==> src/urt_pkg.sv <==
// constants shared by the serial port flag and control block
package urt_pkg;
    // register byte offsets
    localparam logic [4:0] ADDR_DATA = 5'h00;
    localparam logic [4:0] ADDR_STAT_A = 5'h04;
    localparam logic [4:0] ADDR_CTRL_B = 5'h08;
    localparam logic [4:0] ADDR_CTRL_C = 5'h0c;
    localparam logic [4:0] ADDR_BAUD = 5'h10;
    // status_reg_a fields
    localparam int SA_RX_READY = 7;
    localparam int SA_TX_DONE = 6;
    localparam int SA_TX_EMPTY = 5;
    localparam int SA_STOP_ERR = 4;
    localparam int SA_OVERRUN = 3;
    localparam int SA_PAR_ERR = 2;
    // control_reg_b fields
    localparam int CB_RX_IRQ_EN = 7;
    localparam int CB_TXD_IRQ_EN = 6;
    localparam int CB_TXE_IRQ_EN = 5;
    localparam int CB_RX_EN = 4;
    localparam int CB_TX_EN = 3;
    localparam int CB_RX_NINTH = 1;
    localparam int CB_TX_NINTH = 0;
    // control_reg_c fields
    localparam int CC_SYNC = 6;
    localparam int CC_PAR_HI = 5;
    localparam int CC_PAR_LO = 4;
    localparam int CC_STOP2 = 3;
    localparam int CC_SIZE_HI = 2;
    // reset values and the nine-bit size code
    localparam logic [6:0] CTRL_C_RST = 7'h03;
    localparam logic [15:0] BAUD_DIV_RST = 16'h0040;
    localparam logic [2:0] SIZE_NINE = 3'h7;
    // receive buffer entry: overrun, stop error, parity error, nine data bits
    localparam int RXE_W = 12;
    localparam int RXE_DOR = 11;
    localparam int RXE_FE = 10;
    localparam int RXE_UPE = 9;
endpackage

==> src/urt_flag_ctrl.sv <==
// serial port flags, enables, transmit buffer and receiver with register slave
//
// How it works
// RULE1: empty flag high while transmit buffer empty
// RULE2: empty irq requested while flag and enable
// RULE3: data port write clears empty flag
// RULE4: software writes zero to empty bit
// RULE5: done flag set when frame out, buffer empty
// RULE6: done flag cleared by service or one-write
// RULE7: done irq requested when done flag sets
// RULE8: upper parity select inserts parity before stop
// RULE9: transmitter disable waits until all sent
// RULE10: receiver enable takes over serial input
// RULE11: synchronous mode uses external bit clock
// RULE12: frame starts on valid start bit
// RULE13: first stop bit moves frame to buffer
// RULE14: unused high data bits read zero
// RULE15: nine-bit status read before data pops
// RULE16: ready flag high while buffer unread
// RULE17: receiver disable flushes buffer, ready zero
// RULE18: ready irq requested while flag set
// RULE19: buffer holds two plus shift register
// RULE20: parity is data xor, inverted if odd
// RULE21: lower parity select picks odd or even
// RULE22: stop error set when stop sampled zero
// RULE23: irq is flag and enable, global outside
//
// The implementer's own choices: the register offsets and the Avalon-MM slave port.
`timescale 1ns/1ps
`default_nettype none
module urt_flag_ctrl
    import urt_pkg::*;
(
    // clock and reset
    input wire logic clk_sys,
    input wire logic resetn,
    // avalon-mm slave
    input wire logic [4:0] avs_address,
    input wire logic avs_read,
    input wire logic avs_write,
    input wire logic [31:0] avs_writedata,
    output logic [31:0] avs_readdata,
    output logic avs_waitrequest,
    // serial pins
    input wire logic serial_in_pin,
    input wire logic sync_clock_pin,
    output logic serial_out_pin,
    output logic serial_out_oe,
    output logic rx_pin_takeover,
    // interrupts
    input wire logic tx_done_irq_ack,
    output logic irq_tx_empty,
    output logic irq_tx_done,
    output logic irq_rx_ready
);
    typedef enum logic [2:0] {
        RX_IDLE = 3'b000,
        RX_START = 3'b001,
        RX_DATA = 3'b010,
        RX_PAR = 3'b011,
        RX_STOP = 3'b100
    } urt_rx_state_e;

    logic rst_meta;
    logic rst_n;
    logic [7:0] ctrl_b;
    logic [6:0] ctrl_c;
    logic [15:0] baud_div;
    logic txbuf_valid;
    logic [8:0] txbuf_data;
    logic tx_done_flag;
    logic tx_active;
    logic sync_prev;
    logic [15:0] tx_cnt;
    logic [15:0] rx_cnt;
    urt_rx_state_e rx_state;
    logic [8:0] rx_sh;
    logic [3:0] rx_bits;
    logic rx_par;
    logic pend_valid;
    logic [RXE_W-1:0] pend;
    logic dor_hold;
    logic [8:0] mask;
    logic [3:0] nbits;
    logic par_en;
    logic par_odd;
    logic sync_mode;
    logic sync_rise;
    logic tx_tick;
    logic rx_samp;
    logic tx_busy;
    logic tx_line;
    logic tx_fin;
    logic tx_load;
    logic bus_req;
    logic bus_go;
    logic data_wr;
    logic data_rd;
    logic fifo_push;
    logic fifo_full;
    logic fifo_empty;
    logic [RXE_W-1:0] fifo_head;
    logic [8:0] rx_data;
    logic [7:0] stat_a;

    // reset release through two flops
    always_ff @(posedge clk_sys or negedge resetn) begin
        if (!resetn) begin
            rst_meta <= 1'b0;
            rst_n <= 1'b0;
        end else begin
            rst_meta <= 1'b1;
            rst_n <= rst_meta;
        end
    end

    // frame format decode
    assign sync_mode = ctrl_c[CC_SYNC];
    assign par_en = ctrl_c[CC_PAR_HI];
    assign par_odd = ctrl_c[CC_PAR_LO];
    assign nbits = (ctrl_c[CC_SIZE_HI:0] == SIZE_NINE) ? 4'h9 : {2'b01, ctrl_c[1:0]} + 4'h1;
    assign mask = 9'h1ff >> (4'h9 - nbits);
    assign sync_rise = sync_clock_pin && !sync_prev;
    assign tx_tick = sync_mode ? sync_rise : (tx_cnt == 16'h0000);
    assign rx_samp = sync_mode ? sync_rise : (rx_cnt == 16'h0000); // see RULE11

    // bus decode: request answered one cycle after it is seen
    assign bus_req = avs_read || avs_write;
    assign bus_go = bus_req && !avs_waitrequest;
    assign data_wr = bus_go && avs_write && (avs_address == ADDR_DATA);
    assign data_rd = bus_go && avs_read && (avs_address == ADDR_DATA);

    assign stat_a = {!fifo_empty, tx_done_flag, !txbuf_valid, // see RULE16 see RULE1
                     fifo_head[RXE_FE], fifo_head[RXE_DOR], fifo_head[RXE_UPE], 2'b00};

    always_ff @(posedge clk_sys or negedge rst_n) begin
        if (!rst_n) begin
            avs_waitrequest <= 1'b1;
            avs_readdata <= 32'h0000_0000;
        end else begin
            avs_waitrequest <= !(bus_req && avs_waitrequest);
            if (avs_read && avs_waitrequest) begin
                unique case (avs_address)
                    ADDR_DATA: avs_readdata <= {24'h000000, fifo_head[7:0]}; // see RULE14
                    ADDR_STAT_A: avs_readdata <= {24'h000000, stat_a};
                    ADDR_CTRL_B: avs_readdata <= {24'h000000, ctrl_b[7:2],
                                                  fifo_head[8], ctrl_b[0]}; // see RULE15
                    ADDR_CTRL_C: avs_readdata <= {25'h0000000, ctrl_c};
                    ADDR_BAUD: avs_readdata <= {16'h0000, baud_div};
                    default: avs_readdata <= 32'h0000_0000;
                endcase
            end
        end
    end

    // control registers
    always_ff @(posedge clk_sys or negedge rst_n) begin
        if (!rst_n) begin
            ctrl_b <= 8'h00;
            ctrl_c <= CTRL_C_RST;
            baud_div <= BAUD_DIV_RST;
        end else if (bus_go && avs_write) begin
            if (avs_address == ADDR_CTRL_B) begin
                ctrl_b <= {avs_writedata[7:2], 1'b0, avs_writedata[0]};
            end
            if (avs_address == ADDR_CTRL_C) begin
                ctrl_c <= avs_writedata[6:0];
            end
            if (avs_address == ADDR_BAUD) begin
                baud_div <= avs_writedata[15:0];
            end
        end
    end

    // transmit buffer
    assign tx_load = txbuf_valid && !tx_busy && tx_active;

    always_ff @(posedge clk_sys or negedge rst_n) begin
        if (!rst_n) begin
            txbuf_valid <= 1'b0;
            txbuf_data <= 9'h000;
        end else if (data_wr) begin
            txbuf_valid <= 1'b1; // see RULE3
            txbuf_data <= {ctrl_b[CB_TX_NINTH], avs_writedata[7:0]} & mask;
        end else if (tx_load) begin
            txbuf_valid <= 1'b0;
        end
    end

    // transmit done flag, set wins over clear
    always_ff @(posedge clk_sys or negedge rst_n) begin
        if (!rst_n) begin
            tx_done_flag <= 1'b0;
        end else if (tx_fin && !txbuf_valid) begin
            tx_done_flag <= 1'b1; // see RULE5
        end else if (tx_done_irq_ack ||
                     (bus_go && avs_write && avs_address == ADDR_STAT_A &&
                      avs_writedata[SA_TX_DONE])) begin
            tx_done_flag <= 1'b0; // see RULE6 see RULE4
        end
    end

    // transmitter enable takes effect at once, disable waits for idle
    always_ff @(posedge clk_sys or negedge rst_n) begin
        if (!rst_n) begin
            tx_active <= 1'b0;
        end else if (ctrl_b[CB_TX_EN]) begin
            tx_active <= 1'b1;
        end else if (!txbuf_valid && !tx_busy) begin
            tx_active <= 1'b0; // see RULE9
        end
    end

    // bit timing counters
    always_ff @(posedge clk_sys or negedge rst_n) begin
        if (!rst_n) begin
            sync_prev <= 1'b0;
            tx_cnt <= 16'h0000;
        end else begin
            sync_prev <= sync_clock_pin;
            tx_cnt <= (tx_cnt == 16'h0000) ? baud_div : tx_cnt - 16'h0001;
        end
    end

    urt_txshift u_txshift (
        .clk_sys(clk_sys),
        .rst_n(rst_n),
        .tick(tx_tick),
        .load(tx_load),
        .load_data(txbuf_data),
        .num_bits(nbits),
        .par_en(par_en),
        .par_odd(par_odd),
        .stop2(ctrl_c[CC_STOP2]),
        .busy(tx_busy),
        .line(tx_line),
        .done(tx_fin)
    );

    // pin ownership
    always_ff @(posedge clk_sys or negedge rst_n) begin
        if (!rst_n) begin
            serial_out_pin <= 1'b1;
            serial_out_oe <= 1'b0;
            rx_pin_takeover <= 1'b0;
        end else begin
            serial_out_pin <= tx_line;
            serial_out_oe <= tx_active; // see RULE9
            rx_pin_takeover <= ctrl_b[CB_RX_EN]; // see RULE10
        end
    end

    // receiver
    assign rx_data = (rx_sh >> (4'h9 - nbits)) & mask;

    always_ff @(posedge clk_sys or negedge rst_n) begin
        if (!rst_n) begin
            rx_state <= RX_IDLE;
            rx_cnt <= 16'h0000;
            rx_sh <= 9'h000;
            rx_bits <= 4'h0;
            rx_par <= 1'b0;
            pend_valid <= 1'b0;
            pend <= '0;
            dor_hold <= 1'b0;
        end else if (!ctrl_b[CB_RX_EN]) begin
            rx_state <= RX_IDLE;
            pend_valid <= 1'b0;
            dor_hold <= 1'b0;
        end else begin
            rx_cnt <= (rx_cnt == 16'h0000) ? baud_div : rx_cnt - 16'h0001;
            if (fifo_push) begin
                pend_valid <= 1'b0;
                dor_hold <= 1'b0;
            end
            unique case (rx_state)
                RX_IDLE: begin
                    rx_bits <= 4'h0;
                    if (!serial_in_pin && sync_mode && sync_rise) begin
                        rx_state <= RX_DATA; // see RULE12
                        dor_hold <= dor_hold || (pend_valid && !fifo_push);
                    end else if (!serial_in_pin && !sync_mode) begin
                        rx_cnt <= {1'b0, baud_div[15:1]};
                        rx_state <= RX_START;
                    end
                end
                RX_START: begin
                    if (rx_samp) begin
                        rx_state <= serial_in_pin ? RX_IDLE : RX_DATA; // see RULE12
                        if (!serial_in_pin) begin
                            dor_hold <= dor_hold || (pend_valid && !fifo_push);
                        end
                    end
                end
                RX_DATA: begin
                    if (rx_samp) begin
                        rx_sh <= {serial_in_pin, rx_sh[8:1]};
                        rx_bits <= rx_bits + 4'h1;
                        if (rx_bits == nbits - 4'h1) begin
                            rx_state <= par_en ? RX_PAR : RX_STOP;
                        end
                    end
                end
                RX_PAR: begin
                    if (rx_samp) begin
                        rx_par <= serial_in_pin;
                        rx_state <= RX_STOP;
                    end
                end
                RX_STOP: begin
                    if (rx_samp) begin
                        pend_valid <= 1'b1; // see RULE13 see RULE12
                        pend <= {dor_hold && !fifo_push, !serial_in_pin, // see RULE22
                                 par_en && (rx_par != ((^rx_data) ^ par_odd)), // see RULE21
                                 rx_data};
                        rx_state <= RX_IDLE;
                    end
                end
                default: rx_state <= RX_IDLE;
            endcase
        end
    end

    assign fifo_push = pend_valid && !fifo_full;

    urt_rxfifo u_rxfifo (
        .clk_sys(clk_sys),
        .rst_n(rst_n),
        .push(fifo_push), // see RULE19
        .push_data(pend),
        .full(fifo_full),
        .pop(data_rd), // see RULE15
        .flush(!ctrl_b[CB_RX_EN]), // see RULE17
        .head(fifo_head),
        .empty(fifo_empty)
    );

    // interrupt request levels
    always_ff @(posedge clk_sys or negedge rst_n) begin
        if (!rst_n) begin
            irq_tx_empty <= 1'b0;
            irq_tx_done <= 1'b0;
            irq_rx_ready <= 1'b0;
        end else begin
            irq_tx_empty <= !txbuf_valid && ctrl_b[CB_TXE_IRQ_EN]; // see RULE2 see RULE23
            irq_tx_done <= tx_done_flag && ctrl_b[CB_TXD_IRQ_EN]; // see RULE7
            irq_rx_ready <= !fifo_empty && ctrl_b[CB_RX_IRQ_EN]; // see RULE18
        end
    end
endmodule // urt_flag_ctrl
`default_nettype wire

==> src/urt_rxfifo.sv <==
// two-entry receive buffer with flush
`timescale 1ns/1ps
`default_nettype none
module urt_rxfifo
    import urt_pkg::*;
(
    // clock and reset
    input wire logic clk_sys,
    input wire logic rst_n,
    // fill side
    input wire logic push,
    input wire logic [RXE_W-1:0] push_data,
    output logic full,
    // drain side
    input wire logic pop,
    input wire logic flush,
    output logic [RXE_W-1:0] head,
    output logic empty
);
    logic [RXE_W-1:0] mem [0:1];
    logic rd_ptr;
    logic wr_ptr;
    logic [1:0] count;

    assign full = (count == 2'h2);
    assign empty = (count == 2'h0);
    assign head = mem[rd_ptr];

    always_ff @(posedge clk_sys or negedge rst_n) begin
        if (!rst_n) begin
            mem[0] <= '0;
            mem[1] <= '0;
        end else if (push && !full) begin
            mem[wr_ptr] <= push_data;
        end
    end

    always_ff @(posedge clk_sys or negedge rst_n) begin
        if (!rst_n) begin
            rd_ptr <= 1'b0;
            wr_ptr <= 1'b0;
            count <= 2'h0;
        end else if (flush) begin
            rd_ptr <= 1'b0;
            wr_ptr <= 1'b0;
            count <= 2'h0;
        end else begin
            if (push && !full) begin
                wr_ptr <= ~wr_ptr;
            end
            if (pop && !empty) begin
                rd_ptr <= ~rd_ptr;
            end
            count <= count + {1'b0, push && !full} - {1'b0, pop && !empty};
        end
    end
endmodule // urt_rxfifo
`default_nettype wire

==> src/urt_txshift.sv <==
// transmit shift register with start, data, parity and stop bits
`timescale 1ns/1ps
`default_nettype none
module urt_txshift
    import urt_pkg::*;
(
    // clock and reset
    input wire logic clk_sys,
    input wire logic rst_n,
    // bit timing
    input wire logic tick,
    // frame load
    input wire logic load,
    input wire logic [8:0] load_data,
    input wire logic [3:0] num_bits,
    input wire logic par_en,
    input wire logic par_odd,
    input wire logic stop2,
    // state and line
    output logic busy,
    output logic line,
    output logic done
);
    typedef enum logic [2:0] {
        TX_IDLE = 3'b000,
        TX_START = 3'b001,
        TX_DATA = 3'b010,
        TX_PAR = 3'b011,
        TX_STOP1 = 3'b100,
        TX_STOP2 = 3'b101
    } urt_tx_state_e;

    urt_tx_state_e state;
    logic [8:0] shreg;
    logic [3:0] cnt;
    logic par_bit;

    assign busy = (state != TX_IDLE);

    always_ff @(posedge clk_sys or negedge rst_n) begin
        if (!rst_n) begin
            state <= TX_IDLE;
            shreg <= 9'h000;
            cnt <= 4'h0;
            par_bit <= 1'b0;
            line <= 1'b1;
            done <= 1'b0;
        end else begin
            done <= 1'b0;
            unique case (state)
                TX_IDLE: begin
                    if (load) begin
                        shreg <= load_data;
                        par_bit <= (^load_data) ^ par_odd; // see RULE20 see RULE21
                        state <= TX_START;
                    end
                end
                TX_START: begin
                    if (tick) begin
                        line <= 1'b0;
                        cnt <= 4'h0;
                        state <= TX_DATA;
                    end
                end
                TX_DATA: begin
                    if (tick) begin
                        if (cnt == num_bits) begin
                            line <= par_en ? par_bit : 1'b1; // see RULE8
                            state <= par_en ? TX_PAR : TX_STOP1;
                        end else begin
                            line <= shreg[0];
                            shreg <= {1'b0, shreg[8:1]};
                            cnt <= cnt + 4'h1;
                        end
                    end
                end
                TX_PAR: begin
                    if (tick) begin
                        line <= 1'b1;
                        state <= TX_STOP1;
                    end
                end
                TX_STOP1: begin
                    if (tick) begin
                        state <= stop2 ? TX_STOP2 : TX_IDLE;
                        done <= !stop2;
                    end
                end
                TX_STOP2: begin
                    if (tick) begin
                        state <= TX_IDLE;
                        done <= 1'b1;
                    end
                end
                default: begin
                    state <= TX_IDLE;
                    line <= 1'b1;
                end
            endcase
        end
    end
endmodule // urt_txshift
`default_nettype wire
==> config.mk <==
export PLATFORM = sky130hd
export DESIGN_NAME = urt_flag_ctrl
export DESIGN_NICKNAME = d
export VERILOG_FILES = /design/src/urt_pkg.sv /design/src/urt_flag_ctrl.sv /design/src/urt_rxfifo.sv /design/src/urt_txshift.sv
export SDC_FILE = /design/constraint.sdc
export NUM_CORES = 1
export LEC_CHECK = 0
export ABC_AREA = 1
export BUFFER_PORTS_ARGS = -buffer_cell sky130_fd_sc_hd__buf_2
export CORE_ASPECT_RATIO = 1.1
export CORE_MARGIN = 5
export CORE_UTILIZATION = 53
export CTS_CLUSTER_SIZE = 16
export DETAILED_ROUTE_END_ITERATION = 10
export GPL_TIMING_DRIVEN = 0
export HOLD_SLACK_MARGIN = 0.1
export PLACE_DENSITY = 0.82
export SYNTH_ARGS = -nofsm -noshare
export SYNTH_HDL_FRONTEND = slang
export SYNTH_SLANG_ARGS = --single-unit
==> constraint.sdc <==
create_clock -name clk_sys -period 7.39 [get_ports clk_sys]
set_clock_uncertainty 0.15 [all_clocks]
set_input_delay 0.739 -clock clk_sys [delete_from_list [all_inputs] [get_ports clk_sys]]
set_output_delay 0.739 -clock clk_sys [all_outputs]
set_load 0.02 [all_outputs]
# Yosys cells after proc, flatten, opt, wreduce, memory -nomap -nowiden
# Cells that the tools add are included.
# word_totals
ff_bits	194
input_bits	44
out_inout_bits	39
# op_classes
add_sub_neg	9
n_lt_le_gt_ge	3
n_eq_ne	35
shift	2
n_mux	75
bitwise_logic	9
reduce_logical	70
# ops
operator	count
two-way mux 16 bit	5
case mux 16 bit (5 select lines)	1
two-way mux 3 bit	17
two-way mux 12 bit	4
zero test 16 bit	2
subtractor 16 x 1 -> 16 bit, second input constant	2
two-way mux 1 bit	28
logical AND 1 bit	27
two-way mux 9 bit	3
bitwise mux 24 bit	1
two-way mux 4 bit	5
AND 9 bit	2
case mux 3 bit (6 select lines)	1
case mux 9 bit (2 select lines)	1
XOR reduction 9 bit	2
inequality test 2 bit, second input constant	8
case mux 4 bit (2 select lines)	2
inequality test 3 bit, second input constant	5
case mux 3 bit (5 select lines)	1
demux 12 bit (select 1 bit)	1
equality test 3 x 2 -> 1 bit, second input constant	4
equality test 3 bit, second input constant	4
AND reduction 3 bit	4
AND reduction 4 bit	3
36 further kinds	70

# Longest topological paths before layout
# Gate-level depths: netlist of run 1.
# logic_depth
depth_word	10
mapped_depth	23
mapped_depth_nobuf	21

# Hierarchy
# From an unflattened synthesis of run 1, not the netlist that was laid out.
# hier_totals
hier_cells	1273
area_unflattened_um2	9798.1
# modules_own_cells
mod	instances	cells_per_inst	area_per_inst_um2
urt_flag_ctrl	1	899	7043.0
urt_rxfifo	1	180	1392.6
urt_txshift	1	194	1362.6

# Worst setup path before layout of run 1
# No wires, ideal clock.
# synth_path
path_type	reg2reg
start	register ctrl_c[0]
end	register pend[9]
setup_ns	0.116
arrival_time_ns	2.979
path_slack_ns	4.144
path_stages_with_launch	24
cell_sequence	dfstp_2 ha_1 nand2_2 buf_6 nand2_8 buf_6 ha_1 ha_1 nor2_1 inv_1 nor2_1 inv_1 nor2_1 nand2_1 nand3_1 nand2_1 nand2_1 nand2_1 nand2_1 nand2_1 nand2_1 nand2_1 nand2_1 nand2_1
# synth_between
elab_chain_len	9
elab_cells_between_ends	11
# synth_lines
element	line_no	source
from (decl)	urt_flag_ctrl.sv:67	logic [6:0] ctrl_c;
from (signal assigned)	urt_flag_ctrl.sv:167	ctrl_c <= avs_writedata[6:0];
adder 3 x 1 -> 4 bit / equality test 3 bit (equally long branches)	urt_flag_ctrl.sv:121	assign nbits = (ctrl_c[CC_SIZE_HI:0] == SIZE_NINE) ? 4'h9 : {2'b01, ctrl_c[1:0]} + 4'h1;
two-way mux 4 bit *	urt_flag_ctrl.sv:121	
subtractor 4 bit *	urt_flag_ctrl.sv:122, urt_flag_ctrl.sv:254	
>> shifter 9 x 4 -> 9 bit (on tied branches)	urt_flag_ctrl.sv:254, urt_flag_ctrl.sv:122	
AND 9 bit *	urt_flag_ctrl.sv:254	assign rx_data = (rx_sh >> (4'h9 - nbits)) & mask;
XOR reduction 9 bit *	urt_flag_ctrl.sv:314	par_en && (rx_par != ((^rx_data) ^ par_odd)),
XOR 1 bit *	urt_flag_ctrl.sv:314	
inequality test 1 bit *	urt_flag_ctrl.sv:314	
logical AND 1 bit *	urt_flag_ctrl.sv:314	
to (signal assigned)	urt_flag_ctrl.sv:313	pend <= {dor_hold && !fifo_push, !serial_in_pin,
to (decl)	urt_flag_ctrl.sv:81	logic [RXE_W-1:0] pend;
# Mark *: on every way between the ends. The rest lies on a longest branch, timed or not.
# A chain may end at the register's enable or synchronous reset.

# Worst setup path after layout of run 1
# Same ends and word-level chain as after synthesis.

==> flow_summary_export.csv, run 1 <==
group,metric,value,unit
status,status,"finished clean",
cells_and_area,fin_util,60.6,%
critical_path,end_kind,"register",
floorplan,die_area,20400,µm²
synth,synth_top_cell_by_area,"dfrtp_1",
clock_network,path_clk_slew,0.07,ns
place,place_area,10100,µm²
timing,maxSlewHeadroom,53.1,%
synth,syn-cell-area,9370,µm²
timing,max_freq,256,MHz
critical_path,critPathKind,"register to register",
route,dr.pass1.iters,5,
cells_and_area,drive_gt1_share,12.1,%
clock_network,clk_latency,0.44,ns
critical_path,cp.required,7.57,ns
clock_network,clockBufferDepth,2,
timing,rsz0062_at_grt,"false",
synth,postSynthAreaPerCell,8.09,µm²
power_and_ir_drop,powerDensity,263,nW/µm²
cells_and_area,nets,1304,
clock_network,cts-resized-gates,0,
route,wire_per_inst,16.1,µm
power_and_ir_drop,power_leakage,5.04,nW
synth,ys.flop_type,"dfrtp_1",
timing,period_needed,3.91,ns
critical_path,crit_fanout,12,
floorplan,boundaryPins,83,
synth,ys_seq_elements,178,
synth,yosysUniqueCellTypes,52,
global_route,grt_pass1_vias,8123,
synth,synth_area_leaders,"dfrtp_1 46%, nand2_1 10%, o21ai_0 7.7%",
power_and_ir_drop,vdd_ir_drop_max,0.173,mV
global_route,grt_use_total,25.0,%
global_route,grt_max_degree,55,
place,gp_congestion,0.945,
floorplan,core_area,17500,µm²
clock_network,root_buffer,"clkbuf_16",
cells_and_area,syn2layout_area_growth,13.4,%
run,drv_cap,0,
route,drt_iter0_markers,788,
route,wirelength,24200,µm
place,port_buffers,50,
floorplan,rows,51,
global_route,antenna_found_initial,0,
timing,worst_pin_slew,0.698,ns
floorplan,start_util,53.4,%
clock_network,cts_tree,"done",
cells_and_area,antenna_cells,0,
timing,period_share,52.9,%
timing,hold_ws,0.128,ns
critical_path,crit_path_start_kind,"register",
clock_network,cts_sinks,178,
timing,slew_viol_final,0,
synth,synth_top_area_share,45.9,%
timing,setup_violations,0,
route,postRouteAntennaNets,0,
place,hpwl,18100,µm
floorplan,die_w,137,µm
critical_path,arrival,4.09,ns
synth,synth_edf_count,0,
route,num_vias,8206,
route,via_per_inst,5.48,
clock_network,cts_buffers,17,
route,drc,0,
power_and_ir_drop,power,0.00280,W
synth,ys_warn_count,0,
synth,synth.most_common_cell,"nand2_1",
cells_and_area,fillers,1550,
synth,ys_seq_area_share,47.6,%
synth,synthCells,1158,
critical_path,rr_worst_depth,23,
cells_and_area,finalInstanceArea,10600,µm²
min_path,hold_path_class,"register to asynchronous set/reset pin",
global_route,grt_overflow,0,
timing,hold_viol,0,
synth,netlist_top_cells_count,"262 x nand2_1, 172 x dfrtp_1, 145 x inv_1, 145 x o21ai_0, 76 x nor2_1",
synth,synthArstFlopShare,100,%
floorplan,die_y,149,µm
global_route,grt_pass1_wl,40100,µm
clock_network,htree_levels,4,
-- worst max-delay path, stage by stage, from the launching register on --
cell and delay, ns:
dfstp_2 0.58, ha_1 0.34, nand2_2 0.11, buf_6 0.17
nand2_8 0.09, buf_6 0.15, ha_1 0.17, ha_1 0.33
nor2_1 0.42, inv_1 0.16, nor2_1 0.22, inv_1 0.12
nor2_1 0.12, nand2_1 0.06, nand3_1 0.08, nand2_1 0.06
nand2_1 0.07, nand2_1 0.05, nand2_1 0.07, nand2_1 0.05
nand2_1 0.05, nand2_1 0.04, nand2_1 0.08, nand2_1 0.05
-- final cells by class --
cell class                 instances  area (µm²)  share of cell area, %
inverter                         148         556                   5.23
tap                              238         298                   2.80
clock inverter                    12        97.6                  0.918
sequential                       178        4470                   42.0
buffer                            54         298                   2.80
multi-input combinational        793        4110                   38.7
clock buffer                      20         457                   4.30
timing repair buffer              54         343                   3.23
-- flip-flops by register name (all words and copies together), names as in the netlist, 4 cells and up --
signal	flops
tx_cnt	16
baud_div	16
ctrl_b	7
u_txshift.cnt	4
u_rxfifo.mem	24
rx_cnt	16
avs_readdata	16
txbuf_data	9
rx_sh	9
u_txshift.shreg	9
rx_bits	4
ctrl_c	7
pend	12
-- routing by layer --
| layer | track usage, % | routed length (µm) | vias to the layer above |
|---|---|---|---|
| met5 | 0 | 0 | - |
| met4 | 13.4 | 1130 | 0 |
| met3 | 3.67 | 1370 | 72 |
| met2 | 40.4 | 11500 | 301 |
| met1 | 32.5 | 10100 | 3879 |
| li1 | - | - | 3954 |
-- logic make-up (layout without fill, tap and decap cells) --
group	after synthesis	in the layout	synth area share [%]
AND/OR/NAND/NOR	456	456	20.8
flip-flops	178	178	47.6
XOR/XNOR	38	38	3.55
buffers and inverters	202	288	9.11
adder cells (fa/ha/maj)	14	14	1.87
multiplexers	9	9	1.07
AO/OA/AOI/OAI	259	259	15.9
other	2	17	0.0801
-- path summary, 6_finish.rpt --
path / startpoint / end / slack [ns]
setup / recovery: ctrl_c[0]$_DFFE_PN1P_ / pend[9]$_DFFE_PN0P_ / 3.48
hold / removal: rst_n$_DFF_PN0_ / rx_sh[1]$_DFFE_PN0P_ / 0.13
setup reg to reg: ctrl_c[0]$_DFFE_PN1P_ / pend[9]$_DFFE_PN0P_ / 3.48
hold reg to reg: rst_n$_DFF_PN0_ / rx_sh[1]$_DFFE_PN0P_ / 0.13
max in group asynchronous: rst_n$_DFF_PN0_ / baud_div[6]$_DFFE_PN1P_ / 5.98
min in group clk_sys: rst_meta$_DFF_PN0_ / rst_n$_DFF_PN0_ / 0.21
-- repair_timing --
item | 4_1_cts | 5_1_grt
setup buffers | 0 | 0
hold buffers | 1 | 0
endpoints found under the hold margin | 2 | 0
-- stage by stage --
| step | TNS, ns | setup WS (ns) | instances |
|---|---|---|---|
| floorplan | 0 | 1.92 | 1173 |
| global placement | -3.53 | -0.0378 | 1461 |
| detailed placement | 0 | 3.58 | 1464 |
| CTS | 0 | 3.51 | 1497 |
| global route | 0 | 3.12 | 1497 |
| finish | 0 | 3.48 | 1497 |
-- layout by cell type (no fill, tap or decap), types with 4 or more instances in the layout --
cell type and count:
buf_4 16, o2111ai_1 5, dfrtp_1 171, o21ai_1 10, o221ai_1 5, nor2_1 76, o211ai_1 20, o21ai_2 5
nand4_1 8, nor2_2 7, nand3_1 69, xor2_1 28, mux2_2 8, clkinv_4 4, inv_1 145, clkbuf_16 17
xnor2_1 10, dfstp_2 6, nor4_1 7, nand2_1 262, nand2_2 6, o21ai_0 145, buf_6 4, buf_2 54
a22oi_1 4, o31ai_1 13, conb_1 17, nor3_1 9, o22ai_1 7, a21oi_1 34, clkbuf_1 30, ha_1 14
-- report_power, final --
part | internal (W) | total (W) | switching [W]
logic | 0.000251 | 0.000719 | 0.000469
clock network | 0.000455 | 0.000858 | 0.000403
registers | 0.00111 | 0.00122 | 0.000113
Power figures use the tool's default switching activity.
==> run 2, diff against run 1 <==
==> constraint.sdc (replaced) <==
create_clock -name clk_sys -period 4 [get_ports clk_sys]
set_clock_uncertainty 0.15 [all_clocks]
set_input_delay 0.4 -clock clk_sys [delete_from_list [all_inputs] [get_ports clk_sys]]
set_output_delay 0.4 -clock clk_sys [all_outputs]
set_load 0.02 [all_outputs]
==> flow_summary_export.csv, run 2 (synthesized netlist as in run 1, its figures left out) <==
group,metric,value,unit
critical_path,cp_slowest_cell,"dfstp_2",
timing,rsz0062_at_grt,"false",
critical_path,r2r-start,"ctrl_c[0]$_DFFE_PN1P_",
power_and_ir_drop,vdd_ir_drop_max,0.339,mV
timing,setup_violations,0,
critical_path,end_kind,"register",
run,drv_cap,0,
route,drt_iter0_markers,715,
cells_and_area,antenna_cells,0,
route,dr.pass1.iters,5,
timing,period_share,91.9,%
global_route,grt_pass1_wl,40000,µm
route,wirelength,24300,µm
clock_network,clockBufferDepth,2,
power_and_ir_drop,power_leakage,5.09,nW
cells_and_area,layoutNonFillerInstCount,1509,
clock_network,cts_sinks,178,
clock_network,htree_levels,4,
timing,max_freq,272,MHz
status,status,"finished clean",
critical_path,crit_fanout,12,
timing,period_needed,3.68,ns
clock_network,path_clk_slew,0.07,ns
cells_and_area,nets,1316,
cells_and_area,fillers,1517,
route,via_per_inst,5.54,
timing,worst_slack,0.324,ns
critical_path,crit_path_frequent_cell,"nand2_1",
critical_path,rr_worst_depth,23,
timing,hold_ws,0.121,ns
cells_and_area,drive_gt1_share,11.8,%
critical_path,cp.required,4.18,ns
cells_and_area,regMostFlops,"u_rxfifo.mem",
cells_and_area,final_cell_mix,"262 x nand2_1, 171 x dfrtp_1, 145 x inv_1, 145 x o21ai_0, 75 x nor2_1",
critical_path,max_stage_delay,0.59,ns
clock_network,cts_setup_buffers,0,
floorplan,rows,51,
place,hpwl,18100,µm
route,wire_per_inst,16.1,µm
power_and_ir_drop,power,0.00519,W
place,dpl.cell_count,1463,
critical_path,crit_buf_inv,4,
place,port_buffers,50,
floorplan,boundaryPins,83,
critical_path,critPathKind,"register to register",
power_and_ir_drop,powerDensity,484,nW/µm²
global_route,grt_max_degree,69,
floorplan,start_util,53.4,%
global_route,antenna_found_initial,0,
clock_network,cts_buffers,17,
critical_path,reg2reg_to,"pend[9]$_DFFE_PN0P_",
clock_network,clk_latency,0.44,ns
route,drc,0,
route,num_vias,8358,
cells_and_area,largest_reg_flops,24,
floorplan,die_w,137,µm
critical_path,crit_family,"simple AND/OR/NAND/NOR gates",
place,gp_congestion,0.946,
global_route,grt_use_total,24.9,%
timing,worst_pin_slew,0.902,ns
cells_and_area,syn2layout_area_growth,14.6,%
route,postRouteAntennaNets,0,
floorplan,core_area,17500,µm²
clock_network,cts_tree,"done",
critical_path,rrSetupSlack,0.32,ns
critical_path,crit_path_start_kind,"register",
place,pre_cts_slack,0.143,ns
timing,slew_viol_final,0,
clock_network,root_buffer,"clkbuf_16",
critical_path,path_cells,"ha_1, nand2_2, buf_6, nand2_8, buf_6, ha_1, ha_1, nor2_4, inv_1, nor2_1, inv_1, nor2_1, nand2_1, nand3_1, nand2_1, nand2_1, nand2_1, nand2_1, nand2_1, nand2_1, nand2_1, nand2_1, nand2_1",
global_route,grt_overflow,0,
floorplan,die_y,149,µm
timing,maxSlewHeadroom,39.9,%
critical_path,arrival,3.85,ns
timing,hold_viol,0,
global_route,grt_pass1_vias,8076,
cells_and_area,layout_commonest_cell,"nand2_1",
min_path,hold_path_class,"primary input to asynchronous set/reset pin",
floorplan,die_area,20400,µm²
-- run 2: layer usage --
metal	part of all wire (%)	global-route usage [%]	vias up
met3	6.0	4.51	67
met2	49	41.3	316
li1	-	-	3970
met4	3.7	10.9	0
met5	0	0	-
met1	41	31.8	4005
-- run 2: final cells by class --
cell class	count	area (µm²)	share of cell area, %
Clock buffer	21	450	4.19
Timing Repair Buffer	66	445	4.15
Inverter	148	556	5.17
Tap cell	238	298	2.77
Buffer	54	298	2.77
Sequential cell	178	4470	41.6
Clock inverter	11	105	0.979
Multi-Input combinational cell	793	4120	38.4
-- run 2: where the power goes --
| group | leakage [nW] | total [W] | internal, W | switching, W |
|---|---|---|---|---|
| logic | 2.51 | 0.00134 | 0.000471 | 0.000868 |
| clock network | 0.277 | 0.00159 | 0.000880 | 0.000712 |
| registers | 2.30 | 0.00226 | 0.00204 | 0.000222 |
-- run 2: worst max-delay path by stage --
| stage | startpoint | to | slack (ns) | depth (start not counted) |
|---|---|---|---|---|
| global placement | rst_n$_DFF_PN0_ | tx_cnt[14]$_DFF_PN0_ | -0.13 | 0 |
| CTS | ctrl_c[0]$_DFFE_PN1P_ | pend[9]$_DFFE_PN0P_ | 0.1 | 23 |
| global route | ctrl_c[0]$_DFFE_PN1P_ | pend[9]$_DFFE_PN0P_ | 0.04 | 23 |
| floorplan | ctrl_c[0]$_DFFE_PN1P_ | pend[9]$_DFFE_PN0P_ | 0.75 | 23 |
| detailed placement | ctrl_c[0]$_DFFE_PN1P_ | pend[9]$_DFFE_PN0P_ | 0.14 | 23 |
| finish | ctrl_c[0]$_DFFE_PN1P_ | pend[9]$_DFFE_PN0P_ | 0.32 | 23 |
-- run 2: through the flow --
| step | util [%] | setup TNS (ns) | instance area, µm² |
|---|---|---|---|
| floorplan | - | 0 | 9430 |
| global placement | 56.9 | -18.77 | 9980 |
| detailed placement | 57.2 | 0 | 10000 |
| CTS | 61.1 | 0 | 10700 |
| global route | 61.2 | 0 | 10700 |
| finish | 61.2 | 0 | 10700 |
-- run 2: repair_timing --
item / CTS / global route
hold buffers: 14 / 0
endpoints found under the setup margin: 0 / 1
resized for setup: 0 / 2
hold endpoints to repair: 14 / 0
==> run 3, diff against run 2 <==
--- a/config.mk
+++ b/config.mk
@@ -14,7 +14,7 @@
 export DETAILED_ROUTE_END_ITERATION = 10
 export GPL_TIMING_DRIVEN = 0
 export HOLD_SLACK_MARGIN = 0.1
-export PLACE_DENSITY = 0.82
+export PLACE_DENSITY = 0.7
 export SYNTH_ARGS = -nofsm -noshare
 export SYNTH_HDL_FRONTEND = slang
 export SYNTH_SLANG_ARGS = --single-unit
==> flow_summary_export.csv, run 3 (synthesized netlist as in run 1, its figures left out) <==
group,metric,value,unit
status,status,"finished clean",
power_and_ir_drop,vdd_ir_drop_max,0.342,mV
floorplan,boundaryPins,83,
timing,rsz0062_at_grt,"false",
cells_and_area,final_cell_mix,"262 x nand2_1, 171 x dfrtp_1, 145 x inv_1, 145 x o21ai_0, 75 x nor2_1",
clock_network,cts_setup_buffers,0,
critical_path,rr_worst_depth,23,
critical_path,crit_path_start_kind,"register",
timing,worst_pin_slew,0.707,ns
clock_network,htree_levels,4,
route,dr.pass1.iters,5,
critical_path,cp.required,4.17,ns
timing,worst_slack,0.394,ns
cells_and_area,layout_commonest_cell,"nand2_1",
critical_path,path_cells,"ha_2, nand2_2, buf_6, nand2_8, buf_6, ha_1, ha_1, nor2_4, inv_1, nor2_1, inv_1, nor2_1, nand2_1, nand3_1, nand2_1, nand2_1, nand2_1, nand2_1, nand2_1, nand2_1, nand2_1, nand2_1, nand2_1",
critical_path,crit_family,"simple AND/OR/NAND/NOR gates",
global_route,grt_use_total,25.7,%
cells_and_area,nets,1318,
floorplan,start_util,53.4,%
cells_and_area,largest_reg_flops,24,
clock_network,root_buffer,"clkbuf_16",
place,port_buffers,50,
clock_network,cts_buffers,17,
global_route,grt_max_degree,71,
critical_path,critPathKind,"register to register",
floorplan,die_w,137,µm
route,drt_iter0_markers,647,
timing,slew_viol_final,0,
run,drv_cap,0,
critical_path,cp_slowest_cell,"dfstp_2",
route,wirelength,24600,µm
critical_path,crit_fanout,12,
timing,setup-tns-final,0,ns
power_and_ir_drop,power_leakage,5.13,nW
cells_and_area,layoutNonFillerInstCount,1511,
clock_network,clk_latency,0.43,ns
critical_path,end_kind,"register",
timing,max_freq,277,MHz
clock_network,cts_sinks,178,
critical_path,max_stage_delay,0.59,ns
clock_network,path_clk_slew,0.07,ns
timing,maxSlewHeadroom,52.5,%
critical_path,crit_buf_inv,4,
timing,period_needed,3.61,ns
floorplan,die_y,149,µm
cells_and_area,drive_gt1_share,11.9,%
timing,period_share,90.2,%
global_route,grt_pass1_vias,7966,
timing,setup_violations,0,
clock_network,cts_tree,"done",
critical_path,path_depth,23,
place,hpwl,18400,µm
critical_path,arrival,3.78,ns
floorplan,rows,51,
timing,hold_viol,0,
critical_path,r2r-start,"ctrl_c[0]$_DFFE_PN1P_",
place,gp_congestion,0.935,
route,wire_per_inst,16.3,µm
global_route,grt_overflow,0,
floorplan,core_area,17500,µm²
clock_network,clockBufferDepth,2,
floorplan,die_area,20400,µm²
critical_path,rrSetupSlack,0.39,ns
route,postRouteAntennaNets,0,
cells_and_area,regMostFlops,"u_rxfifo.mem",
power_and_ir_drop,powerDensity,501,nW/µm²
place,dpl.cell_count,1463,
place,pre_cts_slack,0.118,ns
route,num_vias,8095,
global_route,antenna_found_initial,0,
cells_and_area,fillers,1558,
route,drc,0,
cells_and_area,syn2layout_area_growth,15.9,%
critical_path,crit_path_frequent_cell,"nand2_1",
cells_and_area,antenna_cells,0,
route,via_per_inst,5.36,
global_route,grt_pass1_wl,41100,µm
min_path,hold_path_class,"primary input to asynchronous set/reset pin",
critical_path,reg2reg_to,"pend[9]$_DFFE_PN0P_",
run 3: where the power goes:
part           leakage (nW)  switching, W  internal [W]
Combinational          2.52      0.000857      0.000473
Clock                 0.314      0.000716       0.00115
Sequential             2.30      0.000211       0.00204
Total                  5.13       0.00178       0.00366
run 3: what timing repair did:
action	4_1_cts	5_1_grt
hold endpoints to repair	16	0
gates resized for setup	0	3
endpoints found under the setup margin	0	1
hold buffers	16	0
run 3: cell type report:
cell class | count | area [µm²] | area share (%)
Tap cell | 238 | 298 | 2.74
Clock inverter | 11 | 200 | 1.84
Inverter | 148 | 556 | 5.11
Multi-Input combinational cell | 793 | 4120 | 37.9
Sequential cell | 178 | 4470 | 41.1
Timing Repair Buffer | 68 | 465 | 4.28
Clock buffer | 21 | 460 | 4.24
Buffer | 54 | 298 | 2.74
run 3: metal layers:
| metal | global-route usage, % | part of all wire [%] | vias to the layer above |
|---|---|---|---|
| li1 | - | - | 3967 |
| met1 | 34.1 | 43 | 3835 |
| met2 | 42.2 | 49 | 243 |
| met3 | 4.81 | 4.9 | 50 |
| met4 | 9.08 | 2.9 | 0 |
| met5 | 0 | 0 | - |
run 3: per-stage QoR:
stage	instance area, µm²	utilization (%)	hold slack, ns	power (W)
2_1_floorplan	9430	-	-0.0456	0.00323
3_5_place_dp	10000	57.2	0.0364	0.00358
6_report	10900	61.9	0.114	0.00545
3_3_place_gp	9980	56.9	0.0370	0.00354
5_1_grt	10900	61.9	0.116	0.00578
4_1_cts	10900	61.9	0.100	0.00547
run 3: worst max path at each step:
stage                                      end                  start  slack, ns
after floorplan            pend[9]$_DFFE_PN0P_  ctrl_c[0]$_DFFE_PN1P_       0.75
after global placement    tx_cnt[12]$_DFF_PN0_        rst_n$_DFF_PN0_      -0.23
after detailed placement   pend[9]$_DFFE_PN0P_  ctrl_c[0]$_DFFE_PN1P_       0.12
after CTS                  pend[9]$_DFFE_PN0P_  ctrl_c[0]$_DFFE_PN1P_       0.08
after global routing       pend[9]$_DFFE_PN0P_  ctrl_c[0]$_DFFE_PN1P_       0.06
final                      pend[9]$_DFFE_PN0P_  ctrl_c[0]$_DFFE_PN1P_       0.39
